===== src/sewr_pkg.sv =====
// Constants and types shared by the serial EEPROM write sequencer
package sewr_pkg;
    localparam int unsigned CLK_MHZ            = 100;
    localparam int unsigned WRITE_TIME_MS      = 15;
    localparam int unsigned STATUS_DELAY_US    = 12;
    localparam int unsigned WRITE_CYCLES       = WRITE_TIME_MS * 1000 * CLK_MHZ;
    localparam int unsigned STATUS_CYCLES      = STATUS_DELAY_US * CLK_MHZ;
    localparam logic [7:0]  CMD_READ           = 8'ha8;
    localparam logic [7:0]  CMD_WRITE          = 8'ha4;
    localparam logic [7:0]  CMD_WRITE_EN       = 8'ha3;
    localparam logic [7:0]  WRITE_LOCK_CMD     = 8'ha0;
    localparam logic [7:0]  CMD_STATUS         = 8'ha9;
    localparam logic [1:0]  SEL_BUSY           = 2'h0;
    localparam logic [1:0]  SEL_WEN            = 2'h2;
    localparam logic [1:0]  SEL_ECC            = 2'h1;
    localparam logic [5:0]  BIT_STATUS_EDGE    = 6'h10;
    localparam logic [5:0]  BIT_WRITE_EDGE     = 6'h20;
    localparam logic [5:0]  BIT_ADDR_DONE      = 6'h10;
    localparam logic [5:0]  BIT_CMD_DONE       = 6'h08;
    localparam int unsigned ADDR_W             = 7;
    localparam int unsigned DATA_W             = 16;
    localparam int unsigned WORDS              = 128;
    typedef enum logic [2:0] {
        ST_CMD, ST_ADDR, ST_DATA, ST_STATUS, ST_READ, ST_IGNORE
    } sewr_seq_type;
endpackage


===== src/sewr_tick_if.sv =====
// Carrier of write timer start and completion signals
`timescale 1ns/10ps
`default_nettype none
interface sewr_tick_if;
    logic start;
    logic abort;
    logic busy;
    logic seq_reset;
    modport seq   (output start, output abort, input busy, input seq_reset);
    modport timer (input start, input abort, output busy, output seq_reset);
endinterface
`default_nettype wire


===== src/sewr_core.sv =====
// Serial EEPROM command sequencer with self-timed write and status output
`timescale 1ns/10ps
`default_nettype none
module sewr_core
    import sewr_pkg::*;
#(
    parameter int unsigned WRITE_CNT  = WRITE_CYCLES,
    parameter int unsigned STATUS_CNT = STATUS_CYCLES
)(
    input  wire logic CLK,
    input  wire logic SYS_RST,
    input  wire logic SCK_N,
    input  wire logic CS_N,
    input  wire logic RESET,
    input  wire logic SERIAL_IN,
    output var  logic DATA_OUT,
    output var  logic DATA_OE,
    output var  logic READY
);
    sewr_tick_if tk ();

    // Two-stage synchronisers for the pins
    logic [3:0] s1_r;
    logic [3:0] s2_r;
    logic       sck_d_r;
    logic       cs_d_r;
    always_ff @(posedge CLK or posedge SYS_RST) begin
        if (SYS_RST) begin
            s1_r    <= 4'hf;
            s2_r    <= 4'hf;
            sck_d_r <= 1'b1;
            cs_d_r  <= 1'b1;
        end else begin
            s1_r    <= {SCK_N, CS_N, RESET, SERIAL_IN};
            s2_r    <= s1_r;
            sck_d_r <= s2_r[3];
            cs_d_r  <= s2_r[2];
        end
    end

    logic sck;
    logic cs_n;
    logic rst_pin;
    logic din;
    logic rise;
    logic fall;
    logic cs_fall;
    assign sck     = s2_r[3];
    assign cs_n    = s2_r[2];
    assign rst_pin = s2_r[1];
    assign din     = s2_r[0];
    assign rise    = sck && !sck_d_r;
    assign fall    = !sck && sck_d_r;
    assign cs_fall = !cs_n && cs_d_r;

    // Sequencer state
    sewr_seq_type      st_r,   st_nxt;
    logic [5:0]        bit_r,  bit_nxt;
    logic [7:0]        cmd_r,  cmd_nxt;
    logic [7:0]        adr_r,  adr_nxt;
    logic [DATA_W-1:0] dat_r,  dat_nxt;
    logic              wen_n_r, wen_n_nxt;
    logic              ecc_r;
    logic              out_r,  out_nxt;
    logic              oe_r,   oe_nxt;
    logic              ready_r;
    logic              wr_mem;
    logic [DATA_W-1:0] mem [WORDS];

    // Select status flag from the address byte
    function automatic logic status_bit(input logic [1:0] sel, input logic busy,
                                        input logic wen_n, input logic ecc);
        case (sel)
            SEL_BUSY: status_bit = !busy;
            SEL_WEN:  status_bit = wen_n;
            SEL_ECC:  status_bit = ecc;
            default:  status_bit = 1'b0;
        endcase
    endfunction

    // Next-state logic for command, address, data and output
    always_comb begin
        st_nxt    = st_r;
        bit_nxt   = bit_r;
        cmd_nxt   = cmd_r;
        adr_nxt   = adr_r;
        dat_nxt   = dat_r;
        wen_n_nxt = wen_n_r;
        out_nxt   = out_r;
        oe_nxt    = oe_r;
        tk.start  = 1'b0;
        tk.abort  = rst_pin;
        wr_mem    = 1'b0;
        if (rst_pin) begin
            st_nxt  = ST_CMD;
            bit_nxt = 6'h0;
            oe_nxt  = 1'b0;
        end else if (cs_n || cs_fall || tk.seq_reset) begin
            st_nxt  = ST_CMD;
            bit_nxt = 6'h0;
            if (cs_n) begin
                oe_nxt = 1'b0;
            end
        end else if (rise) begin
            bit_nxt = bit_r + 6'h1;
            case (st_r)
                ST_CMD: begin
                    cmd_nxt = {cmd_r[6:0], din};
                    if (bit_r + 6'h1 == BIT_CMD_DONE) begin
                        st_nxt = ST_ADDR;
                        if (tk.busy && {cmd_r[6:0], din} != CMD_STATUS) begin
                            st_nxt = ST_IGNORE;
                        end
                    end
                end
                ST_ADDR: begin
                    adr_nxt = {din, adr_r[7:1]};
                    if (bit_r + 6'h1 == BIT_ADDR_DONE) begin
                        st_nxt = ST_DATA;
                        if (cmd_r == CMD_STATUS) begin
                            st_nxt = ST_STATUS;
                            oe_nxt = 1'b1;
                            // First two address bits, shifted to the bottom, pick the flag
                            out_nxt = status_bit({adr_nxt[0], adr_nxt[1]}, tk.busy,
                                                 wen_n_r, ecc_r);
                        end else if (cmd_r == CMD_WRITE_EN) begin
                            wen_n_nxt = 1'b0;
                            st_nxt = ST_IGNORE;
                        end else if (cmd_r == WRITE_LOCK_CMD) begin
                            wen_n_nxt = 1'b1;
                            st_nxt = ST_IGNORE;
                        end else if (cmd_r == CMD_READ) begin
                            st_nxt = ST_READ;
                            dat_nxt = mem[adr_nxt[ADDR_W-1:0]];
                            oe_nxt = 1'b1;
                        end else if (cmd_r != CMD_WRITE) begin
                            st_nxt = ST_IGNORE;
                        end
                    end
                end
                ST_DATA: begin
                    dat_nxt = {din, dat_r[DATA_W-1:1]};
                    if (bit_r + 6'h1 == BIT_WRITE_EDGE) begin
                        st_nxt = ST_IGNORE;
                        if (!wen_n_r) begin
                            tk.start = 1'b1;
                            wr_mem   = 1'b1;
                        end
                    end
                end
                ST_STATUS: begin
                    out_nxt = status_bit({adr_r[0], adr_r[1]}, tk.busy,
                                         wen_n_r, ecc_r);
                end
                default: begin
                end
            endcase
        end else if (fall && st_r == ST_READ) begin
            out_nxt = dat_r[0];
            dat_nxt = {1'b0, dat_r[DATA_W-1:1]};
        end
    end

    always_ff @(posedge CLK or posedge SYS_RST) begin
        if (SYS_RST) begin
            st_r    <= ST_CMD;
            bit_r   <= 6'h0;
            cmd_r   <= 8'h0;
            adr_r   <= 8'h0;
            dat_r   <= '0;
            wen_n_r <= 1'b1;
            out_r   <= 1'b0;
            oe_r    <= 1'b0;
            ready_r <= 1'b1;
            ecc_r   <= 1'b0;
        end else begin
            st_r    <= st_nxt;
            bit_r   <= bit_nxt;
            cmd_r   <= cmd_nxt;
            adr_r   <= adr_nxt;
            dat_r   <= dat_nxt;
            wen_n_r <= wen_n_nxt;
            out_r   <= out_nxt;
            oe_r    <= oe_nxt;
            ready_r <= !tk.busy;
            ecc_r   <= 1'b0;
        end
    end

    // Storage array written when the write starts
    always_ff @(posedge CLK) begin
        if (wr_mem) begin
            mem[adr_r[ADDR_W-1:0]] <= {din, dat_r[DATA_W-1:1]};
        end
    end

    assign DATA_OUT = out_r;
    assign DATA_OE  = oe_r;
    assign READY    = ready_r;

    sewr_timer #(.WRITE_CNT(WRITE_CNT), .STATUS_CNT(STATUS_CNT)) u_timer (
        .clk (CLK),
        .rst (SYS_RST),
        .tk  (tk)
    );

    property p_start_locked;
        @(posedge CLK) disable iff (SYS_RST)
        tk.start |-> !wen_n_r;
    endproperty
    a_start_locked: assert property (p_start_locked) else $error("write while locked");
    property p_start_edge;
        @(posedge CLK) disable iff (SYS_RST)
        tk.start |-> rise && bit_r == BIT_WRITE_EDGE - 6'h1 && !tk.busy;
    endproperty
    a_start_edge: assert property (p_start_edge) else $error("write start off edge");
    property p_status_oe;
        @(posedge CLK) disable iff (SYS_RST)
        (st_r == ST_STATUS && !cs_n && !rst_pin) |=> oe_r;
    endproperty
    a_status_oe: assert property (p_status_oe) else $error("status output dropped");
    property p_cs_release;
        @(posedge CLK) disable iff (SYS_RST)
        cs_n |=> !oe_r;
    endproperty
    a_cs_release: assert property (p_cs_release) else $error("output held after select");
    property p_reset_abort;
        @(posedge CLK) disable iff (SYS_RST)
        rst_pin |=> !tk.busy ##1 ready_r;
    endproperty
    a_reset_abort: assert property (p_reset_abort) else $error("reset did not abort");
    property p_ready_flag;
        @(posedge CLK) disable iff (SYS_RST)
        tk.busy |=> !ready_r;
    endproperty
    a_ready_flag: assert property (p_ready_flag) else $error("ready during write");
    property p_busy_only_status;
        @(posedge CLK) disable iff (SYS_RST)
        (tk.busy && st_r == ST_CMD && rise && bit_r == BIT_CMD_DONE - 6'h1
         && {cmd_r[6:0], din} != CMD_STATUS && !cs_n && !cs_fall
         && !rst_pin && !tk.seq_reset)
        |=> st_r == ST_IGNORE;
    endproperty
    a_busy_only_status: assert property (p_busy_only_status) else $error("command taken");
    property p_seq_reset;
        @(posedge CLK) disable iff (SYS_RST)
        (tk.seq_reset && !rst_pin) |=> st_r == ST_CMD && bit_r == 6'h0;
    endproperty
    a_seq_reset: assert property (p_seq_reset) else $error("no sequencer reset");
    property p_status_enter;
        @(posedge CLK) disable iff (SYS_RST)
        $rose(st_r == ST_STATUS) |-> oe_r && $past(bit_r) == BIT_STATUS_EDGE - 6'h1;
    endproperty
    a_status_enter: assert property (p_status_enter) else $error("status late");
    c_write:  cover property (@(posedge CLK) tk.start);
    c_status: cover property (@(posedge CLK) st_r == ST_STATUS && tk.busy);
    c_abort:  cover property (@(posedge CLK) tk.busy && rst_pin);
endmodule
`default_nettype wire


===== src/sewr_timer.sv =====
// Self-timed write duration and sequencer reset pulse timer
`timescale 1ns/10ps
`default_nettype none
module sewr_timer
    import sewr_pkg::*;
#(
    parameter int unsigned WRITE_CNT  = WRITE_CYCLES,
    parameter int unsigned STATUS_CNT = STATUS_CYCLES
)(
    input  wire logic     clk,
    input  wire logic     rst,
    sewr_tick_if.timer    tk
);
    logic [31:0] cnt_r;
    logic [31:0] cnt_nxt;
    logic        busy_r;
    logic        busy_nxt;

    // Count write time; drop busy at end or on abort
    always_comb begin
        cnt_nxt  = cnt_r;
        busy_nxt = busy_r;
        if (tk.abort) begin
            busy_nxt = 1'b0;
            cnt_nxt  = 32'h0;
        end else if (tk.start && !busy_r) begin
            busy_nxt = 1'b1;
            cnt_nxt  = 32'h0;
        end else if (busy_r) begin
            cnt_nxt = cnt_r + 32'h1;
            if (cnt_r >= WRITE_CNT - 1) begin
                busy_nxt = 1'b0;
            end
        end
    end

    always_ff @(posedge clk or posedge rst) begin
        if (rst) begin
            cnt_r  <= 32'h0;
            busy_r <= 1'b0;
        end else begin
            cnt_r  <= cnt_nxt;
            busy_r <= busy_nxt;
        end
    end

    assign tk.busy      = busy_r;
    assign tk.seq_reset = busy_r && (cnt_r == STATUS_CNT - 1);

    property p_write_bounded;
        @(posedge clk) disable iff (rst)
        (busy_r && cnt_r == WRITE_CNT - 1 && !tk.abort) |=> !busy_r;
    endproperty
    a_write_bounded: assert property (p_write_bounded) else $error("write overran");
endmodule
`default_nettype wire


===== config.mk =====
export PLATFORM = sky130hd
export DESIGN_NAME = sewr_core
export DESIGN_NICKNAME = d
export VERILOG_FILES = /design/src/sewr_pkg.sv /design/src/sewr_tick_if.sv /design/src/sewr_core.sv /design/src/sewr_timer.sv
export SDC_FILE = /design/constraint.sdc
export NUM_CORES = 2
export LEC_CHECK = 0
export ABC_AREA = 1
export BUFFER_PORTS_ARGS = -buffer_cell sky130_fd_sc_hd__buf_4
export CAP_MARGIN = 20
export CORE_UTILIZATION = 61
export CTS_BUF_LIST = sky130_fd_sc_hd__clkbuf_4
export DETAILED_ROUTE_END_ITERATION = 16
export PLACE_DENSITY = 0.75
export SKIP_CTS_REPAIR_TIMING = 1
export SYNTH_ARGS = -nofsm -noshare
export SYNTH_HDL_FRONTEND = slang
export SYNTH_SLANG_ARGS = --single-unit

===== constraint.sdc =====
create_clock -name CLK -period 3.4 [get_ports CLK]
set_input_delay 0.17 -clock CLK [delete_from_list [all_inputs] [get_ports CLK]]
set_output_delay 0.17 -clock CLK [all_outputs]
set_load 0.01 [all_outputs]

==> impl_summary.log <==
INFO  metric largest_area_contributor_in_the_synthesized_netlist = sky130_fd_sc_hd__edfxtp_1
INFO  metric outcome = complete, no violations
INFO  metric mostFrequentLayoutCells = sky130_fd_sc_hd__nand2_1, sky130_fd_sc_hd__edfxtp_1, sky130_fd_sc_hd__clkbuf_4
INFO  metric yosysWarningCount = 0
INFO  metric signal_arrival_time_at_the_worst_endpoint = 4.62 ns
INFO  metric post_drt_via_cell_ratio = 5.873
INFO  metric cts_root_buffer = sky130_fd_sc_hd__clkbuf_4
INFO  metric synth-edff-count = just over 2000
INFO  metric holdCritPathClass = input pin to flip-flop
INFO  metric end_kind = flip-flop
INFO  metric first_global_vias = 60130
INFO  metric synth_cell_types = between 40 and 50
INFO  metric whs_path_depth = 3
INFO  metric min-delay-start = RESET
INFO  metric finish.cell_count_without_fillers = 10760
INFO  metric cp-start-kind = flip-flop
INFO  metric synthesized_area_fraction_occupied_by_and_or_nand_nor_cells = 0.2280
INFO  metric power.leakage = between 30 and 40 nW
INFO  metric fp-row-count = 138
INFO  metric grt_remaining_overflow = 0
INFO  metric power_density = 564.7 nW/µm²
INFO  metric register_bit_total_from_synthesis = roughly 2100
INFO  metric ys.flop_type = sky130_fd_sc_hd__edfxtp_1
INFO  metric grt_antenna_before_repair = 15
INFO  metric setup.reg_to_reg.worst_slack = 0.005 ns
INFO  metric path_class = flip-flop to flip-flop
INFO  metric vias = 63170
INFO  metric mappedNetlistNets = 7930
INFO  metric period_share = 0.9985
INFO  metric synthXorXnorAreaFrac = 0.002801
INFO  metric hold_fails_final_rpt = 0
INFO  metric h-tree-depth = 6
INFO  metric timing_limited_maximum_frequency = 294.6 MHz
INFO  metric netlist.area_leader.share = 0.7060
INFO  metric rsz0062_at_grt = false
INFO  metric die_x = 379.9 µm
INFO  metric detail_route.first_pass.iterations = 6
INFO  metric critical_path.startpoint = adr_r[1]
INFO  metric start_util = 0.6153
INFO  metric wl = 269800 µm
INFO  metric setup_total_negative_slack = 0 ns
INFO  metric syn_avg_cell_area = 11.00 µm²
INFO  metric fillerInstances = 10070
INFO  metric area_growth_syn_to_layout = 12.85%
INFO  metric avgRoutedWirePerCell = 25.09 µm
INFO  metric postLayoutSetupSlackWorst = 0.005262 ns
INFO  metric clk-insertion-delay-late = 1.33 ns
INFO  metric slew_headroom = 0.2440
INFO  metric drt_iter0_markers = between 9000 and 10000
INFO  metric synth_area_leaders = sky130_fd_sc_hd__edfxtp_1, sky130_fd_sc_hd__nand2_1, sky130_fd_sc_hd__dfrtp_1
INFO  metric cts_max_path_buffers = 4
INFO  metric mappedNetlistArea = 87110 µm²
INFO  metric worstReg2RegStart = adr_r[1]
INFO  metric dieHeight = 379.9 µm
INFO  metric cp_slowest_stage_delay = 0.70 ns
INFO  metric report.power.total = about 0.056 W
INFO  metric synth.mux.area_fraction = 0
INFO  metric drv.max_cap_violation_count = 0
INFO  metric grt_pass1_wl = 388800 µm
INFO  metric pin_count_of_the_biggest_net_entering_global_routing = 119
INFO  metric placeableCoreArea = between 100000 and 150000 µm²
INFO  metric synth_top_family_by_area = simple AND/OR/NAND/NOR gates
INFO  metric dp_slack = 0.03729 ns
INFO  metric cts-buffers-inserted = approximately 550
INFO  metric path_max_fanout = 27
INFO  metric cts.clk_slew.worst_paths = 0.07 ns
INFO  metric finalCriticalPeriod = ~3.4 ns
INFO  metric synthesis.instances = 7922
INFO  metric finalWeightedCongestion = 1.008
INFO  metric route.detailed.drc = 0
INFO  metric cts_tree = yes
INFO  metric grt_util_all_layers = 0.3728
INFO  metric maxSlewViolCount = 0
INFO  metric vdd_ir_drop_max = between 0.5 and 0.6 mV
INFO  metric critPathSlowestCell = sky130_fd_sc_hd__nor2_4
INFO  metric layout.cells.most_common = sky130_fd_sc_hd__nand2_1
INFO  metric finalSetupViolations = 0
INFO  metric numClockSinks = 2136
INFO  metric worstMarginPinSlew = approximately 1.1 ns
INFO  metric drive_gt1_frac = 0.1433
INFO  metric design.portCount = 9
INFO  metric async_flop_share = 0.04120
INFO  metric synth-seq-area-share = 0.7314
INFO  metric synth-compound-area-share = 0.01247
INFO  metric timing.rr.end = dat_r[5]
INFO  metric drtAntennaViolNets = 0
INFO  metric portBuffers = 8
INFO  metric dpl.hpwl = 166800 µm
INFO  metric synthAdderAreaFrac = 0.0002873
INFO  metric clock_skew = 0.1206 ns
INFO  metric num-nets-final = 8509
INFO  metric holdPathEnd = s1_r[1]
INFO  metric reg2reg_depth = 14
INFO  metric path_cells = inv_8, nor2_4, buf_12, buf_4, nand2_1, nand2_1, nor2_1, nor2_1, nor2_1, nand2_1, nor2_1, nand2_1, nand3_1, a21oi_1
INFO  metric place.detailed.instances = 9826
INFO  metric die_area = 144300 µm²
INFO  metric critical_path_required = ~4.6 ns
-- layer usage --
layer	part of all wire	track usage	vias up
met2	0.44	0.5494	4788
met5	0.00035	0	-
met4	0.061	0.2192	16
met1	0.35	0.4943	29640
met3	0.14	0.1118	839
li1	-	-	27890
-- how the worst max path moves through the flow --
stage	cells after the start	to	slack, ns
floorplan	15	mem[107][0]	0.44
global placement	16	mem[39][5]	0.02
detailed placement	16	mem[39][5]	0.04
CTS	16	mem[39][2]	-0.08
global route	16	mem[47][3]	0.001
finish	14	dat_r[5]	0.005
-- kinds of logic (layout without fill, tap and decap cells) --
group / count (synthesis) / count (layout)
simple gates: 5070 / 5070
xor+xnor: 27 / 27
flops: 2136 / 2136
compound gates: 193 / 193
other cells: 0 / 10
buf+inv: 494 / 1428
fa+ha+maj: 2 / 2
-- state kept, by name, summed over array words and instances, names as in the netlist, 4 cells and up --
signal / count
mem: 2048
u_timer.cnt_r: 32
dat_r: 16
adr_r: 8
cmd_r: 8
bit_r: 6
s1_r: 4
s2_r: 4
-- report_power, final --
part | total (W) | switching (W) | internal [W]
clock network | 0.0215 | 0.0101 | 0.0115
registers | 0.0316 | 0.00108 | 0.0305
logic | 0.00236 | 0.00201 | 0.000356
-- critical path: cells and delay by family, from the launching register on --
kind / cells / cell delay (ns)
and+or+nand+nor: 10 / 1.74
DFF: 1 / 0.64
AOI/OAI and AO/OA: 1 / 0.15
buffers and inverters: 3 / 0.69
-- area by class of cell --
class,count,area (µm²),share of cell area
Clock buffer,787,5908,0.06010
Timing Repair Buffer,391,3711,0.03775
Tap cell,1890,2365,0.02405
Clock inverter,119,769.5,0.007827
Antenna cell,10,25.02,0.0002545
Inverter,131,523.0,0.005320
Sequential cell,2136,63780,0.6488
Multi-Input combinational cell,5292,21220,0.2159
-- cells in the mapped netlist, types with 22 or more instances --
| library cell | number |
|---|---|
| sky130_fd_sc_hd__a21oi_1 | 79 |
| sky130_fd_sc_hd__a22oi_1 | 40 |
| sky130_fd_sc_hd__buf_2 | 190 |
| sky130_fd_sc_hd__clkbuf_1 | 140 |
| sky130_fd_sc_hd__dfrtp_1 | 76 |
| sky130_fd_sc_hd__edfxtp_1 | 2048 |
| sky130_fd_sc_hd__inv_1 | 110 |
| sky130_fd_sc_hd__nand2_1 | 4173 |
| sky130_fd_sc_hd__nand3_1 | 267 |
| sky130_fd_sc_hd__nand4_1 | 96 |
| sky130_fd_sc_hd__nor2_1 | 471 |
| sky130_fd_sc_hd__nor3_1 | 26 |
| sky130_fd_sc_hd__o21ai_0 | 62 |
| sky130_fd_sc_hd__xor2_1 | 22 |
-- stage by stage --
stage                     utilization  area (µm²)  hold WS (ns)
after floorplan                     -       87110        0.1745
after global placement         0.6460       91460        0.2807
after detailed placement       0.6460       91460        0.2822
after CTS                      0.6931       98140        -1.085
after global routing           0.6943       98300       0.01543
final                          0.6943       98310       0.09616
No activity file was read; power rests on OpenSTA's default activity.
